<file path="config.mk">
export PLATFORM = sky130hd
export DESIGN_NAME = scl_strap_latch
export DESIGN_NICKNAME = d
export VERILOG_FILES = /design/src/rtl/scl_pkg.sv /design/src/rtl/scl_strap_latch.sv
export SDC_FILE = /design/constraint.sdc
export NUM_CORES = 1
export LEC_CHECK = 0
export BUFFER_PORTS_ARGS = -buffer_cell sky130_fd_sc_hd__buf_2
export CORE_MARGIN = 10
export CORE_UTILIZATION = 48
export CTS_CLUSTER_SIZE = 25
export DETAILED_ROUTE_END_ITERATION = 6
export PLACE_DENSITY = 0.87
export SLEW_MARGIN = 5
export SYNTH_ARGS = -nofsm -noshare
export SYNTH_HDL_FRONTEND = slang
export SYNTH_SLANG_ARGS = --single-unit
</file>
<file path="constraint.sdc">
create_clock -name CLK_SYS_I -period 3.74 [get_ports CLK_SYS_I]
set_input_delay 0.374 -clock CLK_SYS_I [delete_from_list [all_inputs] [get_ports CLK_SYS_I]]
set_output_delay 0.374 -clock CLK_SYS_I [all_outputs]
set_load 0.05 [all_outputs]
</file>
<file path="src/rtl/scl_pkg.sv">
// How it works
// RULE1: Straps are captured on power-on reset and pin reset, then become initial config.
// RULE2: Address strap is stored at reset end; with no drive it reads zero.
// RULE3: Management frames are answered only when their address equals the stored address.
// RULE4: The stored address seeds the transmit scrambler.
// RULE5: Straps give addresses 0 to 7; software may write larger ones later.
// RULE6: Address bits come from receive-error, receive-clock and receive-data-3 pins.
// RULE7: On pin reset release, control and advertisement bits load from the mode strap.
// RULE8: Soft reset reloads no strap; configuration keeps the current register contents.
// RULE9: Modes 000 and 001 force 10 Mb/s half and full duplex, no negotiation.
// RULE10: Modes 010 and 011 force 100 Mb/s half and full duplex, no negotiation.
// RULE11: Carrier sense covers transmit in half-duplex modes, receive only otherwise; the code leaves transmit out in repeater mode.
// RULE12: Mode 100 negotiates and advertises only 100 Mb/s half duplex.
// RULE13: Mode 101 is repeater mode with the same loads as mode 100.
// RULE14: Mode 110 powers down until another mode is written and soft reset issued; the code also wakes on a control write with the power-down bit clear.
// RULE15: Mode 111 negotiates and advertises every capability.
// RULE16: Mode bits come from receive data 0, receive data 1 and collision pins.
// RULE17: Interface select latches at reset release; low is MII, high is RMII.
// RULE18: The interface-mode bit loads from that strap and shows the active interface.
// RULE19: Straps are sampled with pin drivers off and held until the next reset.
package scl_pkg;
   // Register map, one 32-bit word each
   localparam int unsigned PADDR_W          = 8;
   localparam logic [7:0]  OFS_BASIC_CTRL   = 8'h00;
   localparam logic [7:0]  OFS_ADVERT       = 8'h04;
   localparam logic [7:0]  OFS_SPECIAL      = 8'h08;
   localparam logic [7:0]  OFS_STRAP_STAT   = 8'h0C;
   // Basic control fields
   localparam int unsigned BC_SOFT_RST      = 15;
   localparam int unsigned BC_SPEED         = 13;
   localparam int unsigned BC_AN_EN         = 12;
   localparam int unsigned BC_PDOWN         = 11;
   localparam int unsigned BC_ISOLATE       = 10;
   localparam int unsigned BC_DUPLEX        = 8;
   // Advertisement and special modes fields
   localparam int unsigned ADV_LSB          = 5;
   localparam int unsigned ADV_W            = 4;
   localparam int unsigned SM_IFMODE        = 14;
   localparam int unsigned SM_MODE_LSB      = 5;
   localparam int unsigned SM_ADDR_LSB      = 0;
   localparam int unsigned PHY_ADDR_W       = 5;
   // Strap vector layout
   localparam int unsigned STRAP_W          = 7;
   localparam int unsigned STR_ADDR_LSB     = 0;
   localparam int unsigned STR_MODE_LSB     = 3;
   localparam int unsigned STR_RMII         = 6;
   // Mode strap codes
   localparam logic [2:0]  MODE_10_HALF     = 3'h0;
   localparam logic [2:0]  MODE_10_FULL     = 3'h1;
   localparam logic [2:0]  MODE_100_HALF    = 3'h2;
   localparam logic [2:0]  MODE_100_FULL    = 3'h3;
   localparam logic [2:0]  MODE_AN_100H     = 3'h4;
   localparam logic [2:0]  MODE_REPEATER    = 3'h5;
   localparam logic [2:0]  MODE_POWER_DOWN  = 3'h6;
   localparam logic [2:0]  MODE_ALL_CAP     = 3'h7;
   // Control loads, order speed, negotiate, isolate, duplex
   localparam logic [3:0]  CTRL_10_HALF     = 4'h0;
   localparam logic [3:0]  CTRL_10_FULL     = 4'h1;
   localparam logic [3:0]  CTRL_100_HALF    = 4'h8;
   localparam logic [3:0]  CTRL_100_FULL    = 4'h9;
   localparam logic [3:0]  CTRL_AN_100H     = 4'hC;
   localparam logic [3:0]  CTRL_ALL_CAP     = 4'hD;
   // Advertisement loads, bits 8 to 5
   localparam logic [3:0]  ADV_100_HALF     = 4'h4;
   localparam logic [3:0]  ADV_ALL_CAP      = 4'hF;
   // Reset values
   localparam logic [6:0]  STRAP_DEFAULT    = 7'h00;
   localparam logic [3:0]  ADV_RESET        = 4'hF;
endpackage : scl_pkg

</file>
<file path="src/rtl/scl_strap_latch.sv">
// Register access over APB and the register offsets are this design's own decisions.
`timescale 1ns/1ps
module scl_strap_latch
(
   // Clock and resets
   input  wire logic                              CLK_SYS_I,
   input  wire logic                              RST_I,
   input  wire logic                              PIN_RESET_N_I,
   // Shared receive pins carrying straps during reset
   input  wire logic                              RX_ERR_I,
   input  wire logic                              RX_CLK_PIN_I,
   input  wire logic [3:0]                        RXD_I,
   input  wire logic                              COL_CRSDV_I,
   input  wire logic                              REDUCED_IF_SELECT_STRAP_I,
   output logic                                   RX_OE_O,
   // Activity and management frame inputs, and the address match output
   input  wire logic                              TX_ACTIVE_I,
   input  wire logic                              RX_ACTIVE_I,
   input  wire logic                              MGMT_FRAME_VALID_I,
   input  wire logic [scl_pkg::PHY_ADDR_W-1:0]    MGMT_FRAME_ADDR_I,
   output logic                                   MGMT_ADDR_MATCH_O,
   // Configuration outputs
   output logic [scl_pkg::PHY_ADDR_W-1:0]         PHY_ADDR_O,
   output logic [scl_pkg::PHY_ADDR_W-1:0]         SCRAMBLER_SEED_O,
   output logic                                   SPEED_100_O,
   output logic                                   AUTONEG_EN_O,
   output logic                                   ISOLATE_O,
   output logic                                   FULL_DUPLEX_O,
   output logic                                   POWER_DOWN_O,
   output logic [scl_pkg::ADV_W-1:0]              ADVERT_O,
   output logic                                   REPEATER_O,
   output logic                                   MEDIA_IF_MODE_BIT_O,
   output logic                                   CRS_O,
   // APB slave
   input  wire logic                              PSEL,
   input  wire logic                              PENABLE,
   input  wire logic                              PWRITE,
   input  wire logic [scl_pkg::PADDR_W-1:0]       PADDR,
   input  wire logic [31:0]                       PWDATA,
   output logic [31:0]                            PRDATA,
   output logic                                   PREADY,
   output logic                                   PSLVERR
);

   // Synchronisers for pin reset and straps
   logic                              pin_rst_n_s1;
   logic                              pin_rst_n_s2;
   logic [scl_pkg::STRAP_W-1:0]       strap_raw;
   logic [scl_pkg::STRAP_W-1:0]       strap_s1;
   logic [scl_pkg::STRAP_W-1:0]       strap_s2;

   // Register state
   logic [scl_pkg::STRAP_W-1:0]       cap_reg,    cap_next;
   logic                              in_rst_d_reg;
   logic                              rx_oe_reg,  rx_oe_next;
   logic [scl_pkg::PHY_ADDR_W-1:0]    addr_reg,   addr_next;
   logic [2:0]                        mode_reg,   mode_next;
   logic                              ifmode_reg, ifmode_next;
   logic                              speed_reg,  speed_next;
   logic                              an_reg,     an_next;
   logic                              iso_reg,    iso_next;
   logic                              dup_reg,    dup_next;
   logic                              pdown_reg,  pdown_next;
   logic [scl_pkg::ADV_W-1:0]         adv_reg,    adv_next;
   logic                              rep_reg,    rep_next;
   logic                              crs_reg,    crs_next;
   logic                              match_reg,  match_next;
   logic                              pready_reg, pready_next;
   logic                              perr_reg,   perr_next;
   logic [31:0]                       prdata_reg, prdata_next;

   logic                              in_reset;
   logic                              release_evt;
   logic                              wr_acc;
   logic                              soft_rst;
   logic [2:0]                        cap_mode;
   logic [3:0]                        ctrl_load;
   logic [scl_pkg::ADV_W-1:0]         adv_load;
   logic                              addr_hit;

   // Pin order puts the strap groups at their package positions
   assign strap_raw = {REDUCED_IF_SELECT_STRAP_I,
                       COL_CRSDV_I, RXD_I[1], RXD_I[0],          // RULE16
                       RXD_I[3], RX_CLK_PIN_I, RX_ERR_I};        // RULE6

   always_ff @(posedge CLK_SYS_I)
   begin
      pin_rst_n_s1 <= PIN_RESET_N_I;
      pin_rst_n_s2 <= pin_rst_n_s1;
      strap_s1     <= strap_raw;
      strap_s2     <= strap_s1;
   end

   // Either reset source opens the capture window
   assign in_reset    = RST_I | ~pin_rst_n_s2;                   // RULE1
   assign release_evt = in_rst_d_reg & ~in_reset;
   assign cap_mode    = cap_reg[scl_pkg::STR_MODE_LSB +: 3];
   assign wr_acc      = PSEL & PENABLE & pready_reg & PWRITE & ~in_reset;
   assign soft_rst    = wr_acc & (PADDR == scl_pkg::OFS_BASIC_CTRL)
                        & PWDATA[scl_pkg::BC_SOFT_RST];

   // Mode strap decode into control and advertisement loads
   always_comb
   begin
      ctrl_load = scl_pkg::CTRL_ALL_CAP;
      adv_load  = scl_pkg::ADV_RESET;
      case (cap_mode)
         scl_pkg::MODE_10_HALF:  ctrl_load = scl_pkg::CTRL_10_HALF;   // RULE9
         scl_pkg::MODE_10_FULL:  ctrl_load = scl_pkg::CTRL_10_FULL;   // RULE9
         scl_pkg::MODE_100_HALF: ctrl_load = scl_pkg::CTRL_100_HALF;  // RULE10
         scl_pkg::MODE_100_FULL: ctrl_load = scl_pkg::CTRL_100_FULL;  // RULE10
         scl_pkg::MODE_AN_100H,
         scl_pkg::MODE_REPEATER:
         begin
            ctrl_load = scl_pkg::CTRL_AN_100H;                        // RULE12 RULE13
            adv_load  = scl_pkg::ADV_100_HALF;                        // RULE12 RULE13
         end
         scl_pkg::MODE_ALL_CAP:
         begin
            ctrl_load = scl_pkg::CTRL_ALL_CAP;                        // RULE15
            adv_load  = scl_pkg::ADV_ALL_CAP;                         // RULE15
         end
         default:
         begin
            ctrl_load = scl_pkg::CTRL_ALL_CAP;
            adv_load  = scl_pkg::ADV_RESET;
         end
      endcase
   end

   // Next state of the strap capture and configuration registers
   always_comb
   begin
      cap_next    = cap_reg;
      rx_oe_next  = ~in_reset;                                        // RULE19
      addr_next   = addr_reg;
      mode_next   = mode_reg;
      ifmode_next = ifmode_reg;
      speed_next  = speed_reg;
      an_next     = an_reg;
      iso_next    = iso_reg;
      dup_next    = dup_reg;
      pdown_next  = pdown_reg;
      adv_next    = adv_reg;
      rep_next    = rep_reg;
      // Sampling only while drivers are off avoids reading our own outputs
      if (in_reset)
      begin
         cap_next = strap_s2;                                         // RULE19
      end
      if (release_evt)
      begin
         addr_next   = {2'h0, cap_reg[scl_pkg::STR_ADDR_LSB +: 3]};   // RULE2 RULE5
         mode_next   = cap_mode;
         ifmode_next = cap_reg[scl_pkg::STR_RMII];                    // RULE17 RULE18
         speed_next  = ctrl_load[3];                                  // RULE7
         an_next     = ctrl_load[2];                                  // RULE7
         iso_next    = ctrl_load[1];                                  // RULE7
         dup_next    = ctrl_load[0];                                  // RULE7
         adv_next    = adv_load;                                      // RULE7
         pdown_next  = (cap_mode == scl_pkg::MODE_POWER_DOWN);        // RULE14
         rep_next    = (cap_mode == scl_pkg::MODE_REPEATER);          // RULE13
      end
      else if (wr_acc)
      begin
         if (PADDR == scl_pkg::OFS_BASIC_CTRL)
         begin
            speed_next = PWDATA[scl_pkg::BC_SPEED];
            an_next    = PWDATA[scl_pkg::BC_AN_EN];
            iso_next   = PWDATA[scl_pkg::BC_ISOLATE];
            dup_next   = PWDATA[scl_pkg::BC_DUPLEX];
            // Soft reset keeps the straps and rereads the mode field
            if (soft_rst)
            begin
               pdown_next = (mode_reg == scl_pkg::MODE_POWER_DOWN);   // RULE8 RULE14
               rep_next   = (mode_reg == scl_pkg::MODE_REPEATER);     // RULE8
            end
            else
            begin
               pdown_next = PWDATA[scl_pkg::BC_PDOWN];
            end
         end
         else if (PADDR == scl_pkg::OFS_ADVERT)
         begin
            adv_next = PWDATA[scl_pkg::ADV_LSB +: scl_pkg::ADV_W];
         end
         else if (PADDR == scl_pkg::OFS_SPECIAL)
         begin
            addr_next = PWDATA[scl_pkg::SM_ADDR_LSB +: scl_pkg::PHY_ADDR_W]; // RULE5
            mode_next = PWDATA[scl_pkg::SM_MODE_LSB +: 3];            // RULE14
         end
      end
   end

   // Frame match, carrier sense and bus answer
   always_comb
   begin
      addr_hit    = (MGMT_FRAME_ADDR_I == addr_reg);
      match_next  = MGMT_FRAME_VALID_I & addr_hit & ~in_reset;        // RULE3
      crs_next    = RX_ACTIVE_I
                    | (TX_ACTIVE_I & ~dup_reg & ~rep_reg);            // RULE11
      pready_next = PSEL & ~PENABLE;
      perr_next   = 1'b0;
      prdata_next = 32'h0000_0000;
      if (PSEL & ~PENABLE)
      begin
         if (PADDR == scl_pkg::OFS_BASIC_CTRL)
         begin
            prdata_next[scl_pkg::BC_SPEED]   = speed_reg;
            prdata_next[scl_pkg::BC_AN_EN]   = an_reg;
            prdata_next[scl_pkg::BC_PDOWN]   = pdown_reg;
            prdata_next[scl_pkg::BC_ISOLATE] = iso_reg;
            prdata_next[scl_pkg::BC_DUPLEX]  = dup_reg;
         end
         else if (PADDR == scl_pkg::OFS_ADVERT)
         begin
            prdata_next[scl_pkg::ADV_LSB +: scl_pkg::ADV_W] = adv_reg;
         end
         else if (PADDR == scl_pkg::OFS_SPECIAL)
         begin
            prdata_next[scl_pkg::SM_IFMODE]                         = ifmode_reg; // RULE18
            prdata_next[scl_pkg::SM_MODE_LSB +: 3]                  = mode_reg;
            prdata_next[scl_pkg::SM_ADDR_LSB +: scl_pkg::PHY_ADDR_W] = addr_reg;
         end
         else if (PADDR == scl_pkg::OFS_STRAP_STAT)
         begin
            prdata_next[scl_pkg::STRAP_W-1:0] = cap_reg;
         end
         else
         begin
            perr_next = 1'b1;
         end
      end
   end

   always_ff @(posedge CLK_SYS_I)
   begin
      cap_reg <= cap_next;
      if (RST_I)
      begin
         in_rst_d_reg <= 1'b1;
         rx_oe_reg    <= 1'b0;
         addr_reg     <= {2'h0, scl_pkg::STRAP_DEFAULT[scl_pkg::STR_ADDR_LSB +: 3]};
         mode_reg     <= scl_pkg::STRAP_DEFAULT[scl_pkg::STR_MODE_LSB +: 3];
         ifmode_reg   <= 1'b0;
         speed_reg    <= 1'b0;
         an_reg       <= 1'b0;
         iso_reg      <= 1'b0;
         dup_reg      <= 1'b0;
         pdown_reg    <= 1'b0;
         adv_reg      <= scl_pkg::ADV_RESET;
         rep_reg      <= 1'b0;
         crs_reg      <= 1'b0;
         match_reg    <= 1'b0;
         pready_reg   <= 1'b0;
         perr_reg     <= 1'b0;
         prdata_reg   <= 32'h0000_0000;
      end
      else
      begin
         in_rst_d_reg <= in_reset;
         rx_oe_reg    <= rx_oe_next;
         addr_reg     <= addr_next;
         mode_reg     <= mode_next;
         ifmode_reg   <= ifmode_next;
         speed_reg    <= speed_next;
         an_reg       <= an_next;
         iso_reg      <= iso_next;
         dup_reg      <= dup_next;
         pdown_reg    <= pdown_next;
         adv_reg      <= adv_next;
         rep_reg      <= rep_next;
         crs_reg      <= crs_next;
         match_reg    <= match_next;
         pready_reg   <= pready_next;
         perr_reg     <= perr_next;
         prdata_reg   <= prdata_next;
      end
   end

   assign RX_OE_O             = rx_oe_reg;
   assign MGMT_ADDR_MATCH_O   = match_reg;
   assign PHY_ADDR_O          = addr_reg;
   assign SCRAMBLER_SEED_O    = addr_reg;                             // RULE4
   assign SPEED_100_O         = speed_reg;
   assign AUTONEG_EN_O        = an_reg;
   assign ISOLATE_O           = iso_reg;
   assign FULL_DUPLEX_O       = dup_reg;
   assign POWER_DOWN_O        = pdown_reg;
   assign ADVERT_O            = adv_reg;
   assign REPEATER_O          = rep_reg;
   assign MEDIA_IF_MODE_BIT_O = ifmode_reg;
   assign CRS_O               = crs_reg;
   assign PRDATA              = prdata_reg;
   assign PREADY              = pready_reg;
   assign PSLVERR             = perr_reg;
endmodule // scl_strap_latch

</file>
==> impl_results.md, run 1 <==
- Critical path required time: 3.99 ns
- Final cell count without fillers: 364
- Compound-cell area share of the yosys netlist: 0.0703
- Cell-by-cell trace of the critical path: or4bb_1 > nor4_4 > mux2i_1 > a211oi_1
- WL/cell: 15.4 um
- CP arrival: 2.34 ns
- Max incr delay on CP: 0.58 ns
- Post-CTS Setup Bufs: 0
- Slew headroom: 0.502
- Routed vias/inst: 4.84
- Max VDD drop: 0.284 mV
- Antenna viol nets, final: 0
- Post-CTS resize count: 0
- Setup clock skew after layout: 0.00774 ns
- Pwr per Cell Area: 487 mW/mm^2
- Ys async rst share: 0
- FP Rows: 25
- DR vias: 1,762
- RSZ-0062 raised after global routing: false
- Commonest register cell after synthesis: dfxtp_1
- Syn Area/Cell: 11.1 um^2
- CP delay by family, top: simple AND/OR/NAND/NOR gates
- Die W: 90.2 um
- #FFs+latches synth: 62
- Sequential area share after synthesis: 0.554
- Xor/xnor share of the synthesized area: 0.0185
- CTS Sinks: 62
- Final max-slew violation count: 0
- Initial antenna violation count: 0
- Period utilization: 0.558
- Initial drt markers: 112
- Die area: 0.00814 mm^2
- Largest family of logic cells by synthesized area: simple AND/OR/NAND/NOR gates
- Synthesized area: 0.00237 mm^2
- Max stage delay cell, worst path: nor4_4
- First-pass DRT Iterations: 4
- Core area: 0.00475 mm^2
- Max cap viols: 0
- Starting density of the core: 0.498
- DRC Markers: 0
- Layout Nets: 354
- CTS H-tree lvls: 3
- Grt ovf: 0
- Fmax: 0.479 GHz
- Worst reg-to-reg setup slack: 1.65 ns
- Ys Warns: 0
- CTS tree: built
- CTS max path bufs: 2
- Setup Total Neg Slack: 0 ns
- Worst skew pair latency: 0.34 ns
- I/O Buffers: 82
- Setup Viol. Count Final: 0
- Number of CTS-inserted buffers: 9
- Hold Path Class: in2reg
- Fraction of layout cells with a size suffix above 1: 0.350
- CP Class: reg2reg
- Largest net degree at the start of global routing: 23
- Final Routed Wirelength: 5.60 mm
- Status: complete, no violations
- Final hold violation count: 0
- Global-route wire length before repair: 9.11 mm
- Root Buffer: clkbuf_8
- Adder-cell share of the synthesized area: 0
- Mux contribution to synthesized area: 0.107
- Simple-Gate Fraction of Synth Area: 0.152
- Synth cell types: 38
- Layout Area Growth over Synthesis: 22.0%
- Minimum clock period: 2.09 ns
- Largest register FFs: 14
- # fillers: 430
- Clk slew on worst S/H paths: 0.07 ns
- CTS Hold Buffers Added: 0
- Worst Setup Start Kind: flip-flop
- Ant. Diodes: 0
- Critical path capture point type: flip-flop
- Slew @ Worst Pin: 0.741 ns
- Worst-path fanout max: 8
- Number of synthesized flops with an enable pin: 7
- Die Y: 90.2 um
- Post-Synthesis Cells: 213
- Vias in the first global route: 1,913
- Io pins: 120
- Detailed placement HPWL: 4.39 mm
- P_leak: 1.29 nW
- WP buf/inv: 0
- Total track usage: 0.138
- RD Place Congestion: 0.791
- Post-placement cell count: 348
## power by group
group | switching (mW) | total [mW] | internal, mW | leakage [nW]
Combinational | 0.130 | 0.179 | 0.0490 | 0.681
Sequential | 0.0220 | 0.725 | 0.703 | 0.524
Clock | 0.262 | 0.503 | 0.240 | 0.0832
Total | 0.414 | 1.41 | 0.992 | 1.29
## cell usage in the layout, fill, tap and decap left out, drive strengths merged, types with 2 or more instances in the layout
master / n
o21ai: 2
nor3: 3
nand3b: 2
nand4b: 2
clkbuf: 9
nor2b: 4
nand4: 4
nor2: 22
inv: 6
a211oi: 8
nand2: 5
mux2: 2
buf: 82
a22oi: 2
edfxtp: 7
mux2i: 23
nand2b: 2
clkinvlp: 2
conb: 18
a21oi: 8
and3: 4
xnor2: 5
dfxtp: 55
or4bb: 2
nor4: 4
clkinv: 4
## synth_stat cells, drive strengths merged, types with 2 or more instances
library cell	count	area share
nor4	4	0.026
nand3b	2	0.0063
nand2b	2	0.0053
mux2	2	0.0095
a211oi	8	0.025
nand4b	2	0.0074
a22oi	2	0.0063
nor2	22	0.035
a21oi	8	0.017
o21ai	2	0.0042
nand4	4	0.011
clkbuf	6	0.0095
mux2i	23	0.097
nor2b	4	0.011
dfxtp	55	0.47
and3	4	0.011
edfxtp	7	0.089
xnor2	5	0.018
nand2	5	0.0079
buf	25	0.079
nor3	3	0.0063
inv	5	0.0079
or4bb	2	0.0095
## through the flow
stage               hold WS, ns  area [um^2]  worst slack, ns  total power, mW  utilization
finish                    0.132         2890             1.65             1.41        0.608
global route              0.115         2890             1.49             1.47        0.608
CTS                       0.117         2890             1.63             1.42        0.608
detailed placement        0.312         2720             1.41            0.918        0.571
global placement          0.312         2720             1.46            0.913        0.571
floorplan                 0.310         2430             1.70            0.882            -
## final timing paths
path                   startpoint                    endpoint  cells after the start
max          pin_rst_n_s2$_DFF_P_  PHY_ADDR_O[0]$_SDFFE_PP0P_                      4
min                      RXD_I[0]         strap_s1[3]$_DFF_P_                      1
max reg2reg  pin_rst_n_s2$_DFF_P_  PHY_ADDR_O[0]$_SDFFE_PP0P_                      4
min reg2reg   strap_s1[4]$_DFF_P_         strap_s2[4]$_DFF_P_                      0
## cell families (layout without fill, tap and decap cells)
kind of cell,after synthesis,count (layout)
flops,62,62
buf+inv,36,103
compound gates,25,25
other cells,1,18
mux,25,25
simple gates,59,59
xor+xnor,5,5
## cell type report
type	count	area, um^2	share of cell area
timing repair buffer	82	410	0.142
clock inverter	7	50.0	0.0173
clock buffer	9	124	0.0429
inverter	5	18.8	0.00650
tap	67	83.8	0.0290
sequential	62	1310	0.454
multi-input combinational	132	891	0.308
## worst register-to-register path: cells and delay by family, from the launching register on
| family | cells | cell delay, ns |
|---|---|---|
| muxes | 1 | 0.17 |
| DFF | 1 | 0.42 |
| AOI/OAI and AO/OA | 1 | 0.28 |
| and+or+nand+nor | 2 | 1.13 |
## routing by layer
metal	vias to the layer above	global-route usage	part of all wire
met3	10	0.0565	0.077
met1	811	0.141	0.40
met2	76	0.236	0.51
li1	865	-	-
met5	-	0	0
met4	0	0.0729	0.017
Note: power is estimated with default switching activity, not from simulation.
==> inputs of run 2 (changes only) <==
- CORE_UTILIZATION: 48 -> 40
- PLACE_DENSITY: 0.87 -> 0.77
- clock period: 3.74 -> 1.8 ns (I/O delays scaled with it)
==> run 2 against run 1 <==
- power up 110%
- count of clock-buffer cells in the layout unchanged
- sequential share of layout area down 2.8 points
- clock power up 120%
- worst hold slack worse by 0.087 ns
- combinational power up 120%
- largest cell class unchanged
- highest routed layer unchanged
==> impl_results.md, run 2 (same netlist as run 1, synthesis figures left out) <==
- Fmax: 0.590 GHz (+23%)
- Die area: 0.00940 mm^2 (+15%)
- Initial antenna violation count: 0 (unchanged)
- Setup clock skew after layout: 0.0119 ns (+0.00415 ns)
- Routed vias/inst: 4.74 (-2.0%)
- Worst reg-to-reg setup slack: 0.10 ns (-1.55 ns)
- Critical path capture point type: flip-flop
- Die W: 96.9 um (+7.4%)
- Worst skew pair latency: 0.34 ns (about the same)
- Total track usage: 0.126 (-0.0115)
- RSZ-0062 raised after global routing: false
- Sw frac: 0.303 (+0.00888)
- R2R depth: 5 (+1)
- Pre-CTS setup slack: -0.0295 ns (-1.44 ns)
- Layout Nets: 372 (+5.1%)
- I/O Buffers: 82 (unchanged)
- Util after Layout: 0.550 (-0.0581)
- Leading cell type in the layout, fill and taps excluded: buf_2
- CTS max path bufs: 2 (unchanged)
- Core area: 0.00561 mm^2 (+18%)
- Hold Startpoint: RX_ACTIVE_I
- Global-route wire length before repair: 9.69 mm (+6.4%)
- Part of the power in registers: 0.500 (-0.015)
- DR vias: 1,841 (+4.5%)
- CP Class: reg2reg
- Max VDD drop: 0.484 mV (+70%)
- Largest net degree at the start of global routing: 16 (-30%)
- Worst-path fanout max: 8 (unchanged)
- WL/cell: 15.1 um (-1.5%)
- Vias in the first global route: 1,932 (+0.99%)
- Clock Power Share: 0.369 (+0.011)
- Fraction of layout cells with a size suffix above 1: 0.368 (+0.0181)
- Detailed placement HPWL: 4.53 mm (+3.1%)
- RR Startpoint: pin_rst_n_s2$_DFF_P_
- Critical path origin: pin_rst_n_s2$_DFF_P_
- Setup Viol. Count Final: 0 (unchanged)
- CTS H-tree lvls: 3 (unchanged)
- Io pins: 120 (unchanged)
- Commonest non-fill, non-tap cells in the layout: buf_2, dfxtp_1, mux2i_1
- First-pass DRT Iterations: 4 (unchanged)
- Antenna viol nets, final: 0 (unchanged)
- Largest register FFs: 14 (unchanged)
- CTS tree: built
- Max cap viols: 0 (unchanged)
- Root Buffer: clkbuf_8
- P_leak: 1.39 nW (+8.1%)
- Layout Area Growth over Synthesis: 30.2%
- Worst R2R End: mode_reg[0]$_SDFFE_PP0P_
- WHS: 0.0457 ns (-0.0867 ns)
- Pwr per Cell Area: 976 mW/mm^2 (+100%)
- Internal power: 2.10 mW (+110%)
- Status: complete, no violations
- Clk slew on worst S/H paths: 0.08 ns (about the same)
- Final max-slew violation count: 0 (unchanged)
- Worst Setup Start Kind: flip-flop
- FP Rows: 27 (+8.0%)
- Final Routed Wirelength: 5.88 mm (+4.9%)
- CTS Sinks: 62 (unchanged)
- Post-CTS Setup Bufs: 0 (unchanged)
- Critical path required time: 2.00 ns (-1.99 ns)
- CP arrival: 1.89 ns (-0.45 ns)
- Starting density of the core: 0.422 (-0.0758)
- Worst Hold Depth: 3 (+2)
- Hold Path Class: in2reg
- Final hold violation count: 0 (unchanged)
- Minimum clock period: 1.70 ns (-0.390 ns)
- DRC Markers: 0 (unchanged)
- Setup ws final: 0.104 ns (-1.55 ns)
- Initial drt markers: 110 (-1.8%)
- Die Y: 96.9 um (+7.4%)
- Period utilization: 0.942 (+0.385)
- Net Sw Power: 0.913 mW (+120%)
- Hold Path Sink: CRS_O$_SDFF_PP0_
- Number of CTS-inserted buffers: 9 (unchanged)
- Combinational Power Share: 0.131 (+0.004)
- RD Place Congestion: 0.792 (about the same)
- Grt ovf: 0 (unchanged)
## run 2: critical path, stage by stage (launching register included)
cell      delay, ns
dfxtp_2        0.36
or4bb_1        0.45
nor4_4         0.29
buf_12         0.18
mux2i_1        0.18
a211oi_1       0.09
## run 2: layout make-up
| type | count | area [um^2] |
|---|---|---|
| Clock buffer | 9 | 124 |
| Tap cell | 72 | 90.1 |
| Antenna cell | 1 | 2.50 |
| Inverter | 5 | 18.8 |
| Clock inverter | 7 | 56.3 |
| Sequential cell | 62 | 1310 |
| Multi-Input combinational cell | 132 | 900 |
| Timing Repair Buffer | 100 | 578 |
| Fill cell | 510 | 2530 |
## run 2: power groups by stage
stage / Clock, mW / Combinational (mW) / Sequential, mW
5_1_grt: 1.18 / 0.426 / 1.51
3_3_place_gp: 0 / 0.374 / 1.53
4_1_cts: 1.13 / 0.395 / 1.50
3_5_place_dp: 0 / 0.380 / 1.53
2_1_floorplan: 0 / 0.239 / 1.59
6_report: 1.11 / 0.395 / 1.50
## run 2: worst max-delay path by stage
stage | endpoint | slack [ns] | depth (start not counted)
after floorplan | PHY_ADDR_O[0]$_SDFFE_PP0P_ | -0.04 | 5
after global placement | PRDATA[14]$_SDFF_PP0_ | 0.0003 | 6
after CTS | mode_reg[0]$_SDFFE_PP0P_ | 0.07 | 5
after global routing | mode_reg[1]$_SDFFE_PP0P_ | 0.04 | 5
final | mode_reg[0]$_SDFFE_PP0P_ | 0.10 | 5
after detailed placement | PRDATA[14]$_SDFF_PP0_ | -0.03 | 6
## run 2: through the flow
| step | std cells | cell area [um^2] | setup TNS [ns] | power, mW |
|---|---|---|---|---|
| 3_5_place_dp | 363 | 2810 | -0.0438 | 1.92 |
| 3_3_place_gp | 363 | 2810 | 0 | 1.91 |
| 2_1_floorplan | 230 | 2430 | -0.259 | 1.83 |
| 6_report | 388 | 3080 | 0 | 3.01 |
| 4_1_cts | 387 | 3070 | 0 | 3.03 |
| 5_1_grt | 387 | 3080 | 0 | 3.12 |
## run 2: routing by layer
metal  track usage  vias to the layer above  share of wire
met5             0                        -              0
met3        0.0532                       14          0.081
li1              -                      904              -
met1         0.142                      847           0.42
met2         0.199                       76           0.48
met4        0.0654                        0          0.019
## run 2: what timing repair did
item	4_1_cts	5_1_grt
hold buffers	8	0
setup endpoints to repair	0	3
resized for setup	0	2
hold endpoints to repair	8	0
